--- src/hw/phy_mgmt_regs.vh ---
// Register offsets, field positions, reset values and timing counts
`ifndef PHY_MGMT_REGS_VH
`define PHY_MGMT_REGS_VH

`define MDIO_DEVAD        5'h1F
`define MDIO_PRE_BITS     6'h20
`define MDIO_OP_ADDR      2'h0
`define MDIO_OP_WRITE     2'h1
`define MDIO_OP_READ_INC  2'h2
`define MDIO_OP_READ      2'h3

`define OFS_IRQ_STATUS    16'h0011
`define OFS_IRQ_MASK      16'h0021
`define OFS_CHK_EN        16'h8001
`define OFS_CHK_IRQ_EN    16'h8004
`define OFS_CHK_SRC_SEL   16'h8005
`define OFS_RECEIVE_ERROR_COUNT    16'h8008
`define OFS_FRM_SNAP_HI   16'h8009
`define OFS_FRM_SNAP_LO   16'h800A
`define OFS_LEN_ERR_SNAP  16'h800B
`define OFS_ALGN_ERR_SNAP 16'h800C

`define BIT_CHECKER_EVT   14
`define BIT_BUFFER_ERR    13
`define BIT_AUTONEG_CHG   11
`define BIT_LINK_CHG      1
`define BIT_MASK_SC       15
`define IRQ_USED_BITS     16'h6802
`define IRQ_RSVD_BITS     16'h97FD

`define RST_IRQ_STATUS    16'h0000
`define RST_IRQ_MASK      16'h2402
`define RST_CHK_EN        1'b1
`define RST_CHK_IRQ_EN    1'b1
`define RST_CHK_SRC_SEL   1'b0

`endif

--- src/hw/mdio_c45_slave.v ---
// Clause 45 management serial slave, sampled by the system clock
`timescale 1ns/1ps
`include "phy_mgmt_regs.vh"
module mdio_c45_slave #(
	parameter [4:0] PHY_ADDR = 5'h00
) (
	input  wire        sys_clk,
	input  wire        srst,
	input  wire        mdc,
	input  wire        mdioIn,
	output reg         mdioOut,
	output reg         mdioOe_n,
	output reg  [15:0] regAddr,
	output reg  [15:0] wrData,
	output reg         wrStrobe,
	output reg         rdStrobe,
	input  wire [15:0] rdData
);

localparam [3:0] S_PRE  = 4'h1;
localparam [3:0] S_HDR  = 4'h2;
localparam [3:0] S_TA   = 4'h4;
localparam [3:0] S_DATA = 4'h8;

wire [1:0]  pins;
reg         mdcLast_r;
reg  [3:0]  state_r;
reg  [5:0]  preCnt_r;
reg  [3:0]  cnt_r;
reg  [11:0] hdr_r;
reg  [1:0]  op_r;
reg         match_r;
reg         readOp_r;
reg         rdLoad_r;
reg  [15:0] txShift_r;
wire        mdcS   = pins[1];
wire        mdioS  = pins[0];
wire        rise   = mdcS & ~mdcLast_r;
wire        fall   = ~mdcS & mdcLast_r;
wire [12:0] hdrFull = {hdr_r, mdioS};
wire        hdrHit = ~hdrFull[12] && hdrFull[9:5] == PHY_ADDR && hdrFull[4:0] == `MDIO_DEVAD;

sync2 #(.WIDTH(2)) u_sync (
	.sys_clk (sys_clk),
	.srst    (srst),
	.asyncIn ({mdc, mdioIn}),
	.syncOut (pins)
);

always @(posedge sys_clk) begin
	if (srst) begin
		mdcLast_r <= 1'b0;
		state_r   <= S_PRE;
		preCnt_r  <= 6'h00;
		cnt_r     <= 4'h0;
		hdr_r     <= 12'h000;
		op_r      <= 2'h0;
		match_r   <= 1'b0;
		readOp_r  <= 1'b0;
		rdLoad_r  <= 1'b0;
		txShift_r <= 16'h0000;
		regAddr   <= 16'h0000;
		wrData    <= 16'h0000;
		wrStrobe  <= 1'b0;
		rdStrobe  <= 1'b0;
		mdioOut   <= 1'b1;
		mdioOe_n  <= 1'b1;
	end else begin
		mdcLast_r <= mdcS;
		wrStrobe  <= 1'b0;
		rdStrobe  <= 1'b0;
		rdLoad_r  <= rdStrobe;
		if (rdLoad_r) begin
			txShift_r <= rdData;
		end
		if (rise) begin
			case (state_r)
				S_PRE: begin
					if (mdioS) begin
						if (preCnt_r != `MDIO_PRE_BITS)
							preCnt_r <= preCnt_r + 6'h01;
					end else if (preCnt_r == `MDIO_PRE_BITS) begin
						state_r <= S_HDR;
						cnt_r   <= 4'h0;
					end else begin
						preCnt_r <= 6'h00;
					end
				end
				S_HDR: begin
					hdr_r <= hdrFull[11:0];
					cnt_r <= cnt_r + 4'h1;
					if (cnt_r == 4'hC) begin
						op_r     <= hdrFull[11:10];
						match_r  <= hdrFull[12] ? 1'b0 : hdrHit;
						readOp_r <= hdrHit && hdrFull[11];
						rdStrobe <= hdrHit && hdrFull[11];
						state_r  <= S_TA;
						cnt_r    <= 4'h0;
					end
				end
				S_TA: begin
					cnt_r <= cnt_r + 4'h1;
					if (cnt_r == 4'h1) begin
						state_r <= S_DATA;
						cnt_r   <= 4'h0;
					end
				end
				S_DATA: begin
					wrData <= {wrData[14:0], mdioS};
					cnt_r  <= cnt_r + 4'h1;
					if (cnt_r == 4'hF) begin
						if (match_r && op_r == `MDIO_OP_ADDR)
							regAddr <= {wrData[14:0], mdioS};
						if (match_r && op_r == `MDIO_OP_WRITE)
							wrStrobe <= 1'b1;
						if (match_r && op_r == `MDIO_OP_READ_INC)
							regAddr <= regAddr + 16'h0001;
						state_r  <= S_PRE;
						preCnt_r <= 6'h00;
						readOp_r <= 1'b0;
						match_r  <= 1'b0;
					end
				end
				default: begin
					state_r <= S_PRE;
				end
			endcase
		end
		if (fall) begin
			if (readOp_r && state_r == S_TA && cnt_r == 4'h1) begin
				mdioOe_n <= 1'b0;
				mdioOut  <= 1'b0;
			end else if (readOp_r && state_r == S_DATA) begin
				mdioOe_n  <= 1'b0;
				mdioOut   <= txShift_r[15];
				txShift_r <= {txShift_r[14:0], 1'b0};
			end else begin
				mdioOe_n <= 1'b1;
				mdioOut  <= 1'b1;
			end
		end
	end
end

endmodule // mdio_c45_slave

--- src/hw/phy_irq_fc_stats.v ---
// Interrupt status and mask, frame checker counters and snapshots
`timescale 1ns/1ps
`include "phy_mgmt_regs.vh"
module phy_irq_fc_stats #(
	parameter [4:0] PHY_ADDR = 5'h00
) (
	input  wire sys_clk,
	input  wire srst,
	input  wire mdc,
	input  wire mdioIn,
	output wire mdioOut,
	output wire mdioOe_n,
	input  wire linkChange,
	input  wire autonegChange,
	input  wire bufferError,
	input  wire rxFrameDone,
	input  wire rxCrcError,
	input  wire rxLenError,
	input  wire rxAlignError,
	input  wire txFrameDone,
	input  wire txCrcError,
	input  wire txLenError,
	input  wire txAlignError,
	output reg  irqOut,
	output reg  fatalError
);

wire [15:0] regAddr;
wire [15:0] wrData;
wire        wrStrobe;
wire        rdStrobe;
reg  [15:0] rdData_r;

reg  [15:0] irqStatus_r;
reg  [15:0] irqStatus_nxt;
reg  [15:0] irqMask_r;
reg         chkEnable_r;
reg         chkIrqEnable_r;
reg         chkSrcSel_r;
reg  [31:0] frameCnt_r;
reg  [15:0] rxErrCnt_r;
reg  [15:0] lenErrCnt_r;
reg  [15:0] alignErrCnt_r;
reg  [15:0] frmSnapHi_r;
reg  [15:0] frmSnapLo_r;
reg  [15:0] lenSnap_r;
reg  [15:0] alignSnap_r;
reg  [15:0] events;

reg         selDone;
reg         selCrc;
reg         selLen;
reg         selAlign;
wire        frameSeen;
wire        frameBad;
wire        chkEvent;
wire        rdStatus;
wire        rdErrCnt;
wire        hitStatus;
wire        hitMask;
wire        hitChkEn;
wire        hitChkIrqEn;
wire        hitSrcSel;
wire        hitErrCnt;
wire        hitFrmHi;
wire        hitFrmLo;
wire        hitLenSnap;
wire        hitAlignSnap;
reg  [15:0] rxErrCnt_nxt;

mdio_c45_slave #(.PHY_ADDR(PHY_ADDR)) u_mdio (
	.sys_clk  (sys_clk),
	.srst     (srst),
	.mdc      (mdc),
	.mdioIn   (mdioIn),
	.mdioOut  (mdioOut),
	.mdioOe_n (mdioOe_n),
	.regAddr  (regAddr),
	.wrData   (wrData),
	.wrStrobe (wrStrobe),
	.rdStrobe (rdStrobe),
	.rdData   (rdData_r)
);

// Frame source selection
always @* begin
	if (chkSrcSel_r) begin
		selDone  = txFrameDone;
		selCrc   = txCrcError;
		selLen   = txLenError;
		selAlign = txAlignError;
	end else begin
		selDone  = rxFrameDone;
		selCrc   = rxCrcError;
		selLen   = rxLenError;
		selAlign = rxAlignError;
	end
end

assign frameSeen = chkEnable_r & selDone;
assign frameBad  = frameSeen & (selCrc | selLen | selAlign);
assign chkEvent  = frameBad & chkIrqEnable_r;
assign rdStatus  = rdStrobe & hitStatus;
assign rdErrCnt  = rdStrobe & hitErrCnt;

// Register address decode
assign hitStatus    = (regAddr == `OFS_IRQ_STATUS);
assign hitMask      = (regAddr == `OFS_IRQ_MASK);
assign hitChkEn     = (regAddr == `OFS_CHK_EN);
assign hitChkIrqEn  = (regAddr == `OFS_CHK_IRQ_EN);
assign hitSrcSel    = (regAddr == `OFS_CHK_SRC_SEL);
assign hitErrCnt    = (regAddr == `OFS_RECEIVE_ERROR_COUNT);
assign hitFrmHi     = (regAddr == `OFS_FRM_SNAP_HI);
assign hitFrmLo     = (regAddr == `OFS_FRM_SNAP_LO);
assign hitLenSnap   = (regAddr == `OFS_LEN_ERR_SNAP);
assign hitAlignSnap = (regAddr == `OFS_ALGN_ERR_SNAP);

// Event vector; reserved positions have no source
always @* begin
	events = 16'h0000;
	events[`BIT_CHECKER_EVT] = chkEvent;
	events[`BIT_BUFFER_ERR]  = bufferError;
	events[`BIT_AUTONEG_CHG] = autonegChange;
	events[`BIT_LINK_CHG]    = linkChange;
end

// Latched-high status, read clears, set wins
always @* begin
	if (rdStatus)
		irqStatus_nxt = events;
	else
		irqStatus_nxt = irqStatus_r | events;
end

// Latched status register
always @(posedge sys_clk) begin
	if (srst) begin
		irqStatus_r <= `RST_IRQ_STATUS;
	end else begin
		irqStatus_r <= irqStatus_nxt;
	end
end

// Mask register, top bit self-clears
always @(posedge sys_clk) begin
	if (srst) begin
		irqMask_r <= `RST_IRQ_MASK;
	end else if (wrStrobe && hitMask) begin
		irqMask_r <= wrData;
	end else begin
		irqMask_r[`BIT_MASK_SC] <= 1'b0;
	end
end

// Interrupt and fatal outputs
always @(posedge sys_clk) begin
	if (srst) begin
		irqOut     <= 1'b0;
		fatalError <= 1'b0;
	end else begin
		irqOut     <= |(irqStatus_nxt & irqMask_r);
		fatalError <= |(irqStatus_nxt & `IRQ_RSVD_BITS);
	end
end

// Checker enable
always @(posedge sys_clk) begin
	if (srst) begin
		chkEnable_r <= `RST_CHK_EN;
	end else if (wrStrobe && hitChkEn) begin
		chkEnable_r <= wrData[0];
	end
end

// Checker interrupt enable
always @(posedge sys_clk) begin
	if (srst) begin
		chkIrqEnable_r <= `RST_CHK_IRQ_EN;
	end else if (wrStrobe && hitChkIrqEn) begin
		chkIrqEnable_r <= wrData[0];
	end
end

// Checker source select
always @(posedge sys_clk) begin
	if (srst) begin
		chkSrcSel_r <= `RST_CHK_SRC_SEL;
	end else if (wrStrobe && hitSrcSel) begin
		chkSrcSel_r <= wrData[0];
	end
end

// Live frame counter
always @(posedge sys_clk) begin
	if (srst) begin
		frameCnt_r <= 32'h00000000;
	end else if (frameSeen) begin
		frameCnt_r <= frameCnt_r + 32'h00000001;
	end
end

// Live length error counter
always @(posedge sys_clk) begin
	if (srst) begin
		lenErrCnt_r <= 16'h0000;
	end else if (frameSeen && selLen) begin
		lenErrCnt_r <= lenErrCnt_r + 16'h0001;
	end
end

// Live alignment error counter
always @(posedge sys_clk) begin
	if (srst) begin
		alignErrCnt_r <= 16'h0000;
	end else if (frameSeen && selAlign) begin
		alignErrCnt_r <= alignErrCnt_r + 16'h0001;
	end
end

// Receive error count, read clears, set wins
always @* begin
	if (rdErrCnt)
		rxErrCnt_nxt = frameBad ? 16'h0001 : 16'h0000;
	else if (frameBad)
		rxErrCnt_nxt = rxErrCnt_r + 16'h0001;
	else
		rxErrCnt_nxt = rxErrCnt_r;
end

always @(posedge sys_clk) begin
	if (srst) begin
		rxErrCnt_r <= 16'h0000;
	end else begin
		rxErrCnt_r <= rxErrCnt_nxt;
	end
end

// Snapshots taken by the receive error count read
always @(posedge sys_clk) begin
	if (srst) begin
		frmSnapHi_r <= 16'h0000;
		frmSnapLo_r <= 16'h0000;
		lenSnap_r   <= 16'h0000;
		alignSnap_r <= 16'h0000;
	end else if (rdErrCnt) begin
		frmSnapHi_r <= frameCnt_r[31:16];
		frmSnapLo_r <= frameCnt_r[15:0];
		lenSnap_r   <= lenErrCnt_r;
		alignSnap_r <= alignErrCnt_r;
	end
end

// Read data mux, unmapped reads as zero
always @(posedge sys_clk) begin
	if (srst) begin
		rdData_r <= 16'h0000;
	end else if (rdStrobe) begin
		if (regAddr == `OFS_IRQ_STATUS)
			rdData_r <= irqStatus_r;
		else if (regAddr == `OFS_IRQ_MASK)
			rdData_r <= irqMask_r;
		else if (regAddr == `OFS_CHK_EN)
			rdData_r <= {15'h0000, chkEnable_r};
		else if (regAddr == `OFS_CHK_IRQ_EN)
			rdData_r <= {15'h0000, chkIrqEnable_r};
		else if (regAddr == `OFS_CHK_SRC_SEL)
			rdData_r <= {15'h0000, chkSrcSel_r};
		else if (regAddr == `OFS_RECEIVE_ERROR_COUNT)
			rdData_r <= rxErrCnt_r;
		else if (regAddr == `OFS_FRM_SNAP_HI)
			rdData_r <= frmSnapHi_r;
		else if (regAddr == `OFS_FRM_SNAP_LO)
			rdData_r <= frmSnapLo_r;
		else if (regAddr == `OFS_LEN_ERR_SNAP)
			rdData_r <= lenSnap_r;
		else if (regAddr == `OFS_ALGN_ERR_SNAP)
			rdData_r <= alignSnap_r;
		else
			rdData_r <= 16'h0000;
	end
end

endmodule // phy_irq_fc_stats

--- src/hw/sync2.v ---
// Two-flop synchroniser for signals from outside the clock domain
`timescale 1ns/1ps
module sync2 #(
	parameter WIDTH = 1
) (
	input  wire             sys_clk,
	input  wire             srst,
	input  wire [WIDTH-1:0] asyncIn,
	output reg  [WIDTH-1:0] syncOut
);

reg [WIDTH-1:0] meta_r;

always @(posedge sys_clk) begin
	if (srst) begin
		meta_r  <= {WIDTH{1'b0}};
		syncOut <= {WIDTH{1'b0}};
	end else begin
		meta_r  <= asyncIn;
		syncOut <= meta_r;
	end
end

endmodule // sync2
--- config.mk ---
export PLATFORM = sky130hd
export DESIGN_NAME = phy_irq_fc_stats
export DESIGN_NICKNAME = d
export VERILOG_FILES = /design/src/hw/mdio_c45_slave.v /design/src/hw/phy_irq_fc_stats.v /design/src/hw/sync2.v
export VERILOG_INCLUDE_DIRS = /design/src /design/src/hw
export SDC_FILE = /design/constraint.sdc
export NUM_CORES = 1
export LEC_CHECK = 0
export BUFFER_PORTS_ARGS = -buffer_cell sky130_fd_sc_hd__buf_2
export CAP_MARGIN = 25
export CORE_ASPECT_RATIO = 1.2
export CORE_MARGIN = 2
export CORE_UTILIZATION = 63
export CTS_CLUSTER_DIAMETER = 100
export DETAILED_ROUTE_END_ITERATION = 12
export PLACE_DENSITY = 0.8
export REMOVE_ABC_BUFFERS = 1
export SLEW_MARGIN = 20
export SYNTH_ARGS = -nofsm -noshare
export SYNTH_HDL_FRONTEND = slang
export SYNTH_SLANG_ARGS = --single-unit
export TNS_END_PERCENT = 30
--- constraint.sdc ---
create_clock -name sys_clk -period 2.45 [get_ports sys_clk]
set_input_delay 0.3675 -clock sys_clk [delete_from_list [all_inputs] [get_ports sys_clk]]
set_output_delay 0.3675 -clock sys_clk [all_outputs]
set_load 0.05 [all_outputs]
Word-level counts from Yosys, hierarchy flattened
Cells that the tools add are included.
{"block": "word_totals", "output_inout_bits": 4, "register_bits": 285, "elab_cells": 177}
{"block": "op_classes", "muxes": 51, "bitwise_logic": 20, "n_addsub": 7, "eq_ne": 29, "n_reduce_logical": 35}
{"cell": "16-bit two-way mux", "n": 19}
{"cell": "16-bit equality test (second input constant)", "n": 8}
{"cell": "16-bit by 1-bit adder with 16-bit output (second input constant)", "n": 4}
{"cell": "4-bit two-way mux", "n": 9}
{"cell": "32-bit by 1-bit adder with 32-bit output (second input constant)", "n": 1}
{"cell": "4-bit case mux with 4 select lines", "n": 2}
{"cell": "6-bit two-way mux", "n": 4}
{"cell": "16-bit bitwise AND", "n": 1}
{"cell": "16-bit by 5-bit equality test with 1-bit output (second input constant)", "n": 1}
{"cell": "16-bit by 6-bit equality test with 1-bit output (second input constant)", "n": 1}
{"cell": "16-bit by 15-bit bitwise OR with 16-bit output", "n": 1}
{"cell": "16-bit OR reduction", "n": 1}
{"cell": "1-bit logical AND", "n": 15}
{"cell": "1-bit two-way mux", "n": 14}
{"cell": "4-bit equality test (second input constant)", "n": 3}
{"cell": "6-bit case mux with 2 select lines", "n": 1}
{"cell": "4-bit AND reduction", "n": 3}
{"cell": "12-bit OR reduction", "n": 1}
{"cell": "1-bit inverter", "n": 9}
{"cell": "4-bit by 1-bit equality test with 1-bit output (second input constant)", "n": 2}
{"cell": "2-bit by 1-bit inequality test with 1-bit output (second input constant)", "n": 4}
{"cell": "2-bit nonzero test", "n": 4}
{"cell": "4-bit OR reduction", "n": 2}
{"cell": "1-bit bitwise AND", "n": 7}
{"cell": "other kinds (22)", "n": 25}

Depth between registers and ports, before layout
{"block": "logic_depth", "depth_word": 11, "depth_mapped": 11, "ltp_nobuf": 8}

Cells and area by module
Synthesis repeated with hierarchy kept, for this count alone.
{"block": "hier_totals", "cells_unflattened": 1565, "hier_area_um2": 12947.4}
{"module": "phy_irq_fc_stats", "area_each_um2": 8784.7, "cells_each": 1068, "seq_area_each_um2": 3943.8, "instances": 1}
{"module": "mdio_c45_slave", "area_each_um2": 4057.6, "cells_each": 489, "seq_area_each_um2": 1681.6, "instances": 1}
{"module": "sync2", "area_each_um2": 105.1, "cells_each": 8, "seq_area_each_um2": 80.1, "instances": 1}

Worst setup path after synthesis
No wires, ideal clock.
{"block": "synth_path", "kind": "register to register", "start": "register u_mdio.regAddr[0]", "end": "register rdData_r[11]", "required_time_ns": 2.327, "path_slack_ns": 0.337, "period_less_slack_ns": 2.113, "t_arrival_ns": 1.990, "setup_time_ns": 0.123, "path_stages_with_launch": 9, "path_cell_list": "dfxtp_1 ha_1 or4b_1 nor3b_2 nand3_1 clkbuf_1 clkbuf_1 o21ai_0 a21oi_1"}
{"block": "synth_via", "elab_chain_len": 11}
{"element": "start, declared", "line_no": "mdio_c45_slave.v:13", "text": "output reg [15:0] regAddr,"}
{"element": "start signal, assigned", "line_no": "mdio_c45_slave.v:113", "text": "regAddr <= {wrData[14:0], mdioS};"}
{"element": "start signal, assigned", "line_no": "mdio_c45_slave.v:117", "text": "regAddr <= regAddr + 16'h0001;"}
{"element": "16-bit equality test (no source line)"}
{"element": "16-bit two-way mux", "line_no": "phy_irq_fc_stats.v:276", "text": "else if (regAddr == `OFS_ALGN_ERR_SNAP)"}
{"element": "16-bit two-way mux", "line_no": "phy_irq_fc_stats.v:274", "text": "else if (regAddr == `OFS_LEN_ERR_SNAP)"}
{"element": "16-bit two-way mux", "line_no": "phy_irq_fc_stats.v:272", "text": "else if (regAddr == `OFS_FRM_SNAP_LO)"}
{"element": "16-bit two-way mux", "line_no": "phy_irq_fc_stats.v:270", "text": "else if (regAddr == `OFS_FRM_SNAP_HI)"}
{"element": "16-bit two-way mux", "line_no": "phy_irq_fc_stats.v:268", "text": "else if (regAddr == `OFS_RECEIVE_ERROR_COUNT)"}
{"element": "16-bit two-way mux", "line_no": "phy_irq_fc_stats.v:266", "text": "else if (regAddr == `OFS_CHK_SRC_SEL)"}
{"element": "16-bit two-way mux", "line_no": "phy_irq_fc_stats.v:264", "text": "else if (regAddr == `OFS_CHK_IRQ_EN)"}
{"element": "16-bit two-way mux", "line_no": "phy_irq_fc_stats.v:262", "text": "else if (regAddr == `OFS_CHK_EN)"}
{"element": "16-bit two-way mux", "line_no": "phy_irq_fc_stats.v:260", "text": "else if (regAddr == `OFS_IRQ_MASK)"}
{"element": "16-bit two-way mux (*)", "line_no": "phy_irq_fc_stats.v:258", "text": "if (regAddr == `OFS_IRQ_STATUS)"}
{"element": "end signal, assigned", "line_no": "phy_irq_fc_stats.v:259", "text": "rdData_r <= irqStatus_r;"}
{"element": "end signal, assigned", "line_no": "phy_irq_fc_stats.v:261", "text": "rdData_r <= irqMask_r;"}
{"element": "end signal, assigned", "line_no": "phy_irq_fc_stats.v:263", "text": "rdData_r <= {15'h0000, chkEnable_r};"}
{"element": "end, declared", "line_no": "phy_irq_fc_stats.v:32", "text": "reg [15:0] rdData_r;"}
Mark *: on every way between the ends. The rest lies on a longest branch, timed or not.
A chain may end at the register's enable or synchronous reset.

Worst setup path in the final report
{"block": "layout_path", "start": "register u_mdio.regAddr[0]", "end": "register rdData_r[6]"}
The elaborated chain is that of the path after synthesis.

==> out/results.tsv <==
metric	value	unit
status	finished clean	
grtUsageTotal	0.286	
vias_per_cell	6.07	
ioPinCount	19	
portBuffers	18	
tightest_slew	0.762	ns
worstReg2RegStart	u_mdio.regAddr[0]$_SDFFE_PP0P_	
fp.dieH	161	um
placed_area	13300	um2
multi_input_area	6730	um2
synth_ff_type	dfxtp_1	
ctsLongestPathBuffers	3	
setup_viol	0	
synthesis.area	12900	um2
die_w	135	um
crit_chain	ha_1 > or4b_1 > nor3b_2 > and2_1 > buf_4 > a22oi_1 > a21oi_1	
core.rowCount	57	
yosysUniqueCellTypes	72	
reg2reg_to	rdData_r[6]$_SDFFE_PP0P_	
clockPowerShare	0.472	
finalMaxSlewViolations	0	
finalSetupTns	0	ns
crit_slowest_cell	or4b_1	
fin_skew	0.00927	ns
critPathLaunchType	flop	
p_leak	4.85	nW
reg2reg_depth	7	
critPathTopFamily	simple AND/OR/NAND/NOR gates	
antenna_found_initial	0	
max_stage_delay	0.55	ns
largest_reg_flops	32	
seqPwrFrac	0.505	
final_common_cell	dfxtp_1	
critPathBufInv	1	
grt_pass1_wl	51300	um
path_max_fanout	28	
p_switching	2.01	mW
worstHoldStart	mdioIn	
wl_per_cell	16.8	um
power.density	648	nW/um2
stdcell_count	1863	
min_period	2.30	ns
post-dp-hpwl	21200	um
whs_endpoint	u_mdio.u_sync.meta_r[0]$_SDFF_PP0_	
yosys_warnings	0	
fin_nets	1603	
path_clk_slew	0.06	ns
ir_worst_vdd	0.651	mV
synth-async-reset-ratio	0	
drtIter0Drc	1045	
synth_seq_cells	285	
utilization	0.708	
synth_edf_count	0	
cp-end-kind	flop	
layout-drive-gt1-share	0.0876	
place_ws	0.0614	ns
largest-register	frameCnt_r	
critical_path_class	reg2reg	
fill_cells	1588	
final_cell_mix	284 x dfxtp_1, 255 x nand2_1, 205 x a21oi_1, 174 x nor2_1, 54 x nand3_1	
reg2reg_slack	0.15	ns
crit_arrival	2.77	ns
fp.coreArea	20200	um2
total_power	9.27	mW
rsz0062_at_grt	no	
syn_to_final_growth	10.9	%
cts.sinks	285	
grt_pass1_vias	10500	
finalHoldViolCount	0	
worst_skew_pair.late_latency	0.55	ns
timing.hold.ws	0.0262	ns
drc	0	
synth_cells	1580	
seqCellArea	5710	um2
grt_max_degree	97	
root_buffer	clkbuf_16	
required	2.93	ns
dieArea	21600	um2
placedCellCount	1808	
min_path_cells	2	
internal_power	7.25	mW
place_congestion	0.901	
cap_violations	0	
final_antenna_net_count	0	
cts_tree	done	
yosysSeqAreaShare	0.443	
combPwrFrac	0.023	
grt.overflow.total	0	
vias	11300	
wirelength	31200	um
fin_ws	0.153	ns
first_pass_iters	5	
cts_max_level	1	
max_freq	435	MHz
slew_headroom	0.492	
syn_area_per_cell	8.16	um2
post-route-period-util	0.937	
num_antenna_cells	0	
cts_buffers	29	
switching_share	0.217	
start_util	0.639	
final_area	14300	um2
hold_class	in2reg	
[per-layer routing]
layer | vias up | wire length [um] | track usage
met1 | 5359 | 13100 | 0.362
met4 | 0 | 1140 | 0.107
met5 | - | 0 | 0
met3 | 79 | 1740 | 0.0420
li1 | 5524 | - | -
met2 | 340 | 15200 | 0.492
[cell families after synthesis]
logic type | Yosys count | synth area share
AO/OA/AOI/OAI | 392 | 0.188
XOR/XNOR | 67 | 0.0455
adder cells (fa/ha/maj) | 13 | 0.0126
buffers and inverters | 118 | 0.0367
flip-flops | 285 | 0.443
multiplexers | 24 | 0.0187
AND/OR/NAND/NOR | 681 | 0.256
[what timing repair did]
| item | 4_1_cts | 5_1_grt |
|---|---|---|
| setup endpoints to repair | 0 | 25 |
| setup buffers | 0 | 0 |
| gates resized for setup | 0 | 5 |
| hold buffers | 0 | 0 |
[final cells by class]
cell class,instances,area share
Multi-Input combinational cell,1177,0.471
Sequential cell,285,0.399
Clock buffer,42,0.0598
Timing Repair Buffer,66,0.0356
Tap cell,265,0.0232
Clock inverter,12,0.00709
Inverter,16,0.00420
[cell usage after synthesis, types with 7 or more instances]
cell type	n	area, um2
inv_1	16	60.1
a211oi_1	25	188
o221ai_1	15	131
or3_1	17	106
and2_1	17	106
xnor2_1	30	263
xor2_1	37	324
nand4_1	19	119
clkbuf_1	73	274
ha_1	13	163
nand3_1	54	270
nand2_1	256	961
o21ai_1	11	55.1
dfxtp_1	285	5710
o22ai_1	10	62.6
nor3_1	19	95.1
o21ai_0	41	205
buf_2	24	120
o2bb2ai_1	15	131
nor4_1	8	50.1
a21oi_1	205	1030
and4_1	7	61.3
mux2i_1	23	230
nor2b_1	26	163
a22oi_1	18	135
nand2b_1	12	75.1
nor2_1	174	653
o211a_1	15	150
and3_1	27	169
[worst max path at each step]
stage / startpoint / to / slack, ns / cells past startpoint
after floorplan: u_mdio.regAddr[0]$_SDFFE_PP0P_ / irqMask_r[10]$_SDFFE_PP1P_ / -0.91 / 6
after global placement: u_mdio.regAddr[0]$_SDFFE_PP0P_ / irqMask_r[13]$_SDFFE_PP1P_ / 0.09 / 6
after detailed placement: u_mdio.regAddr[0]$_SDFFE_PP0P_ / irqMask_r[1]$_SDFFE_PP1P_ / 0.06 / 6
after CTS: u_mdio.regAddr[0]$_SDFFE_PP0P_ / irqMask_r[1]$_SDFFE_PP1P_ / 0.04 / 6
after global routing: u_mdio.regAddr[0]$_SDFFE_PP0P_ / rdData_r[5]$_SDFFE_PP0P_ / 0.03 / 7
final: u_mdio.regAddr[0]$_SDFFE_PP0P_ / rdData_r[6]$_SDFFE_PP0P_ / 0.15 / 7
[power by group through the flow]
| stage | Combinational (mW) | Sequential, mW | Clock (mW) |
|---|---|---|---|
| 2_1_floorplan | 0.0764 | 4.79 | 0 |
| 3_3_place_gp | 0.201 | 4.78 | 0 |
| 3_5_place_dp | 0.205 | 4.78 | 0 |
| 4_1_cts | 0.206 | 4.68 | 4.44 |
| 5_1_grt | 0.229 | 4.68 | 4.63 |
| 6_report | 0.209 | 4.68 | 4.37 |
Power figures use the tool's default switching activity.
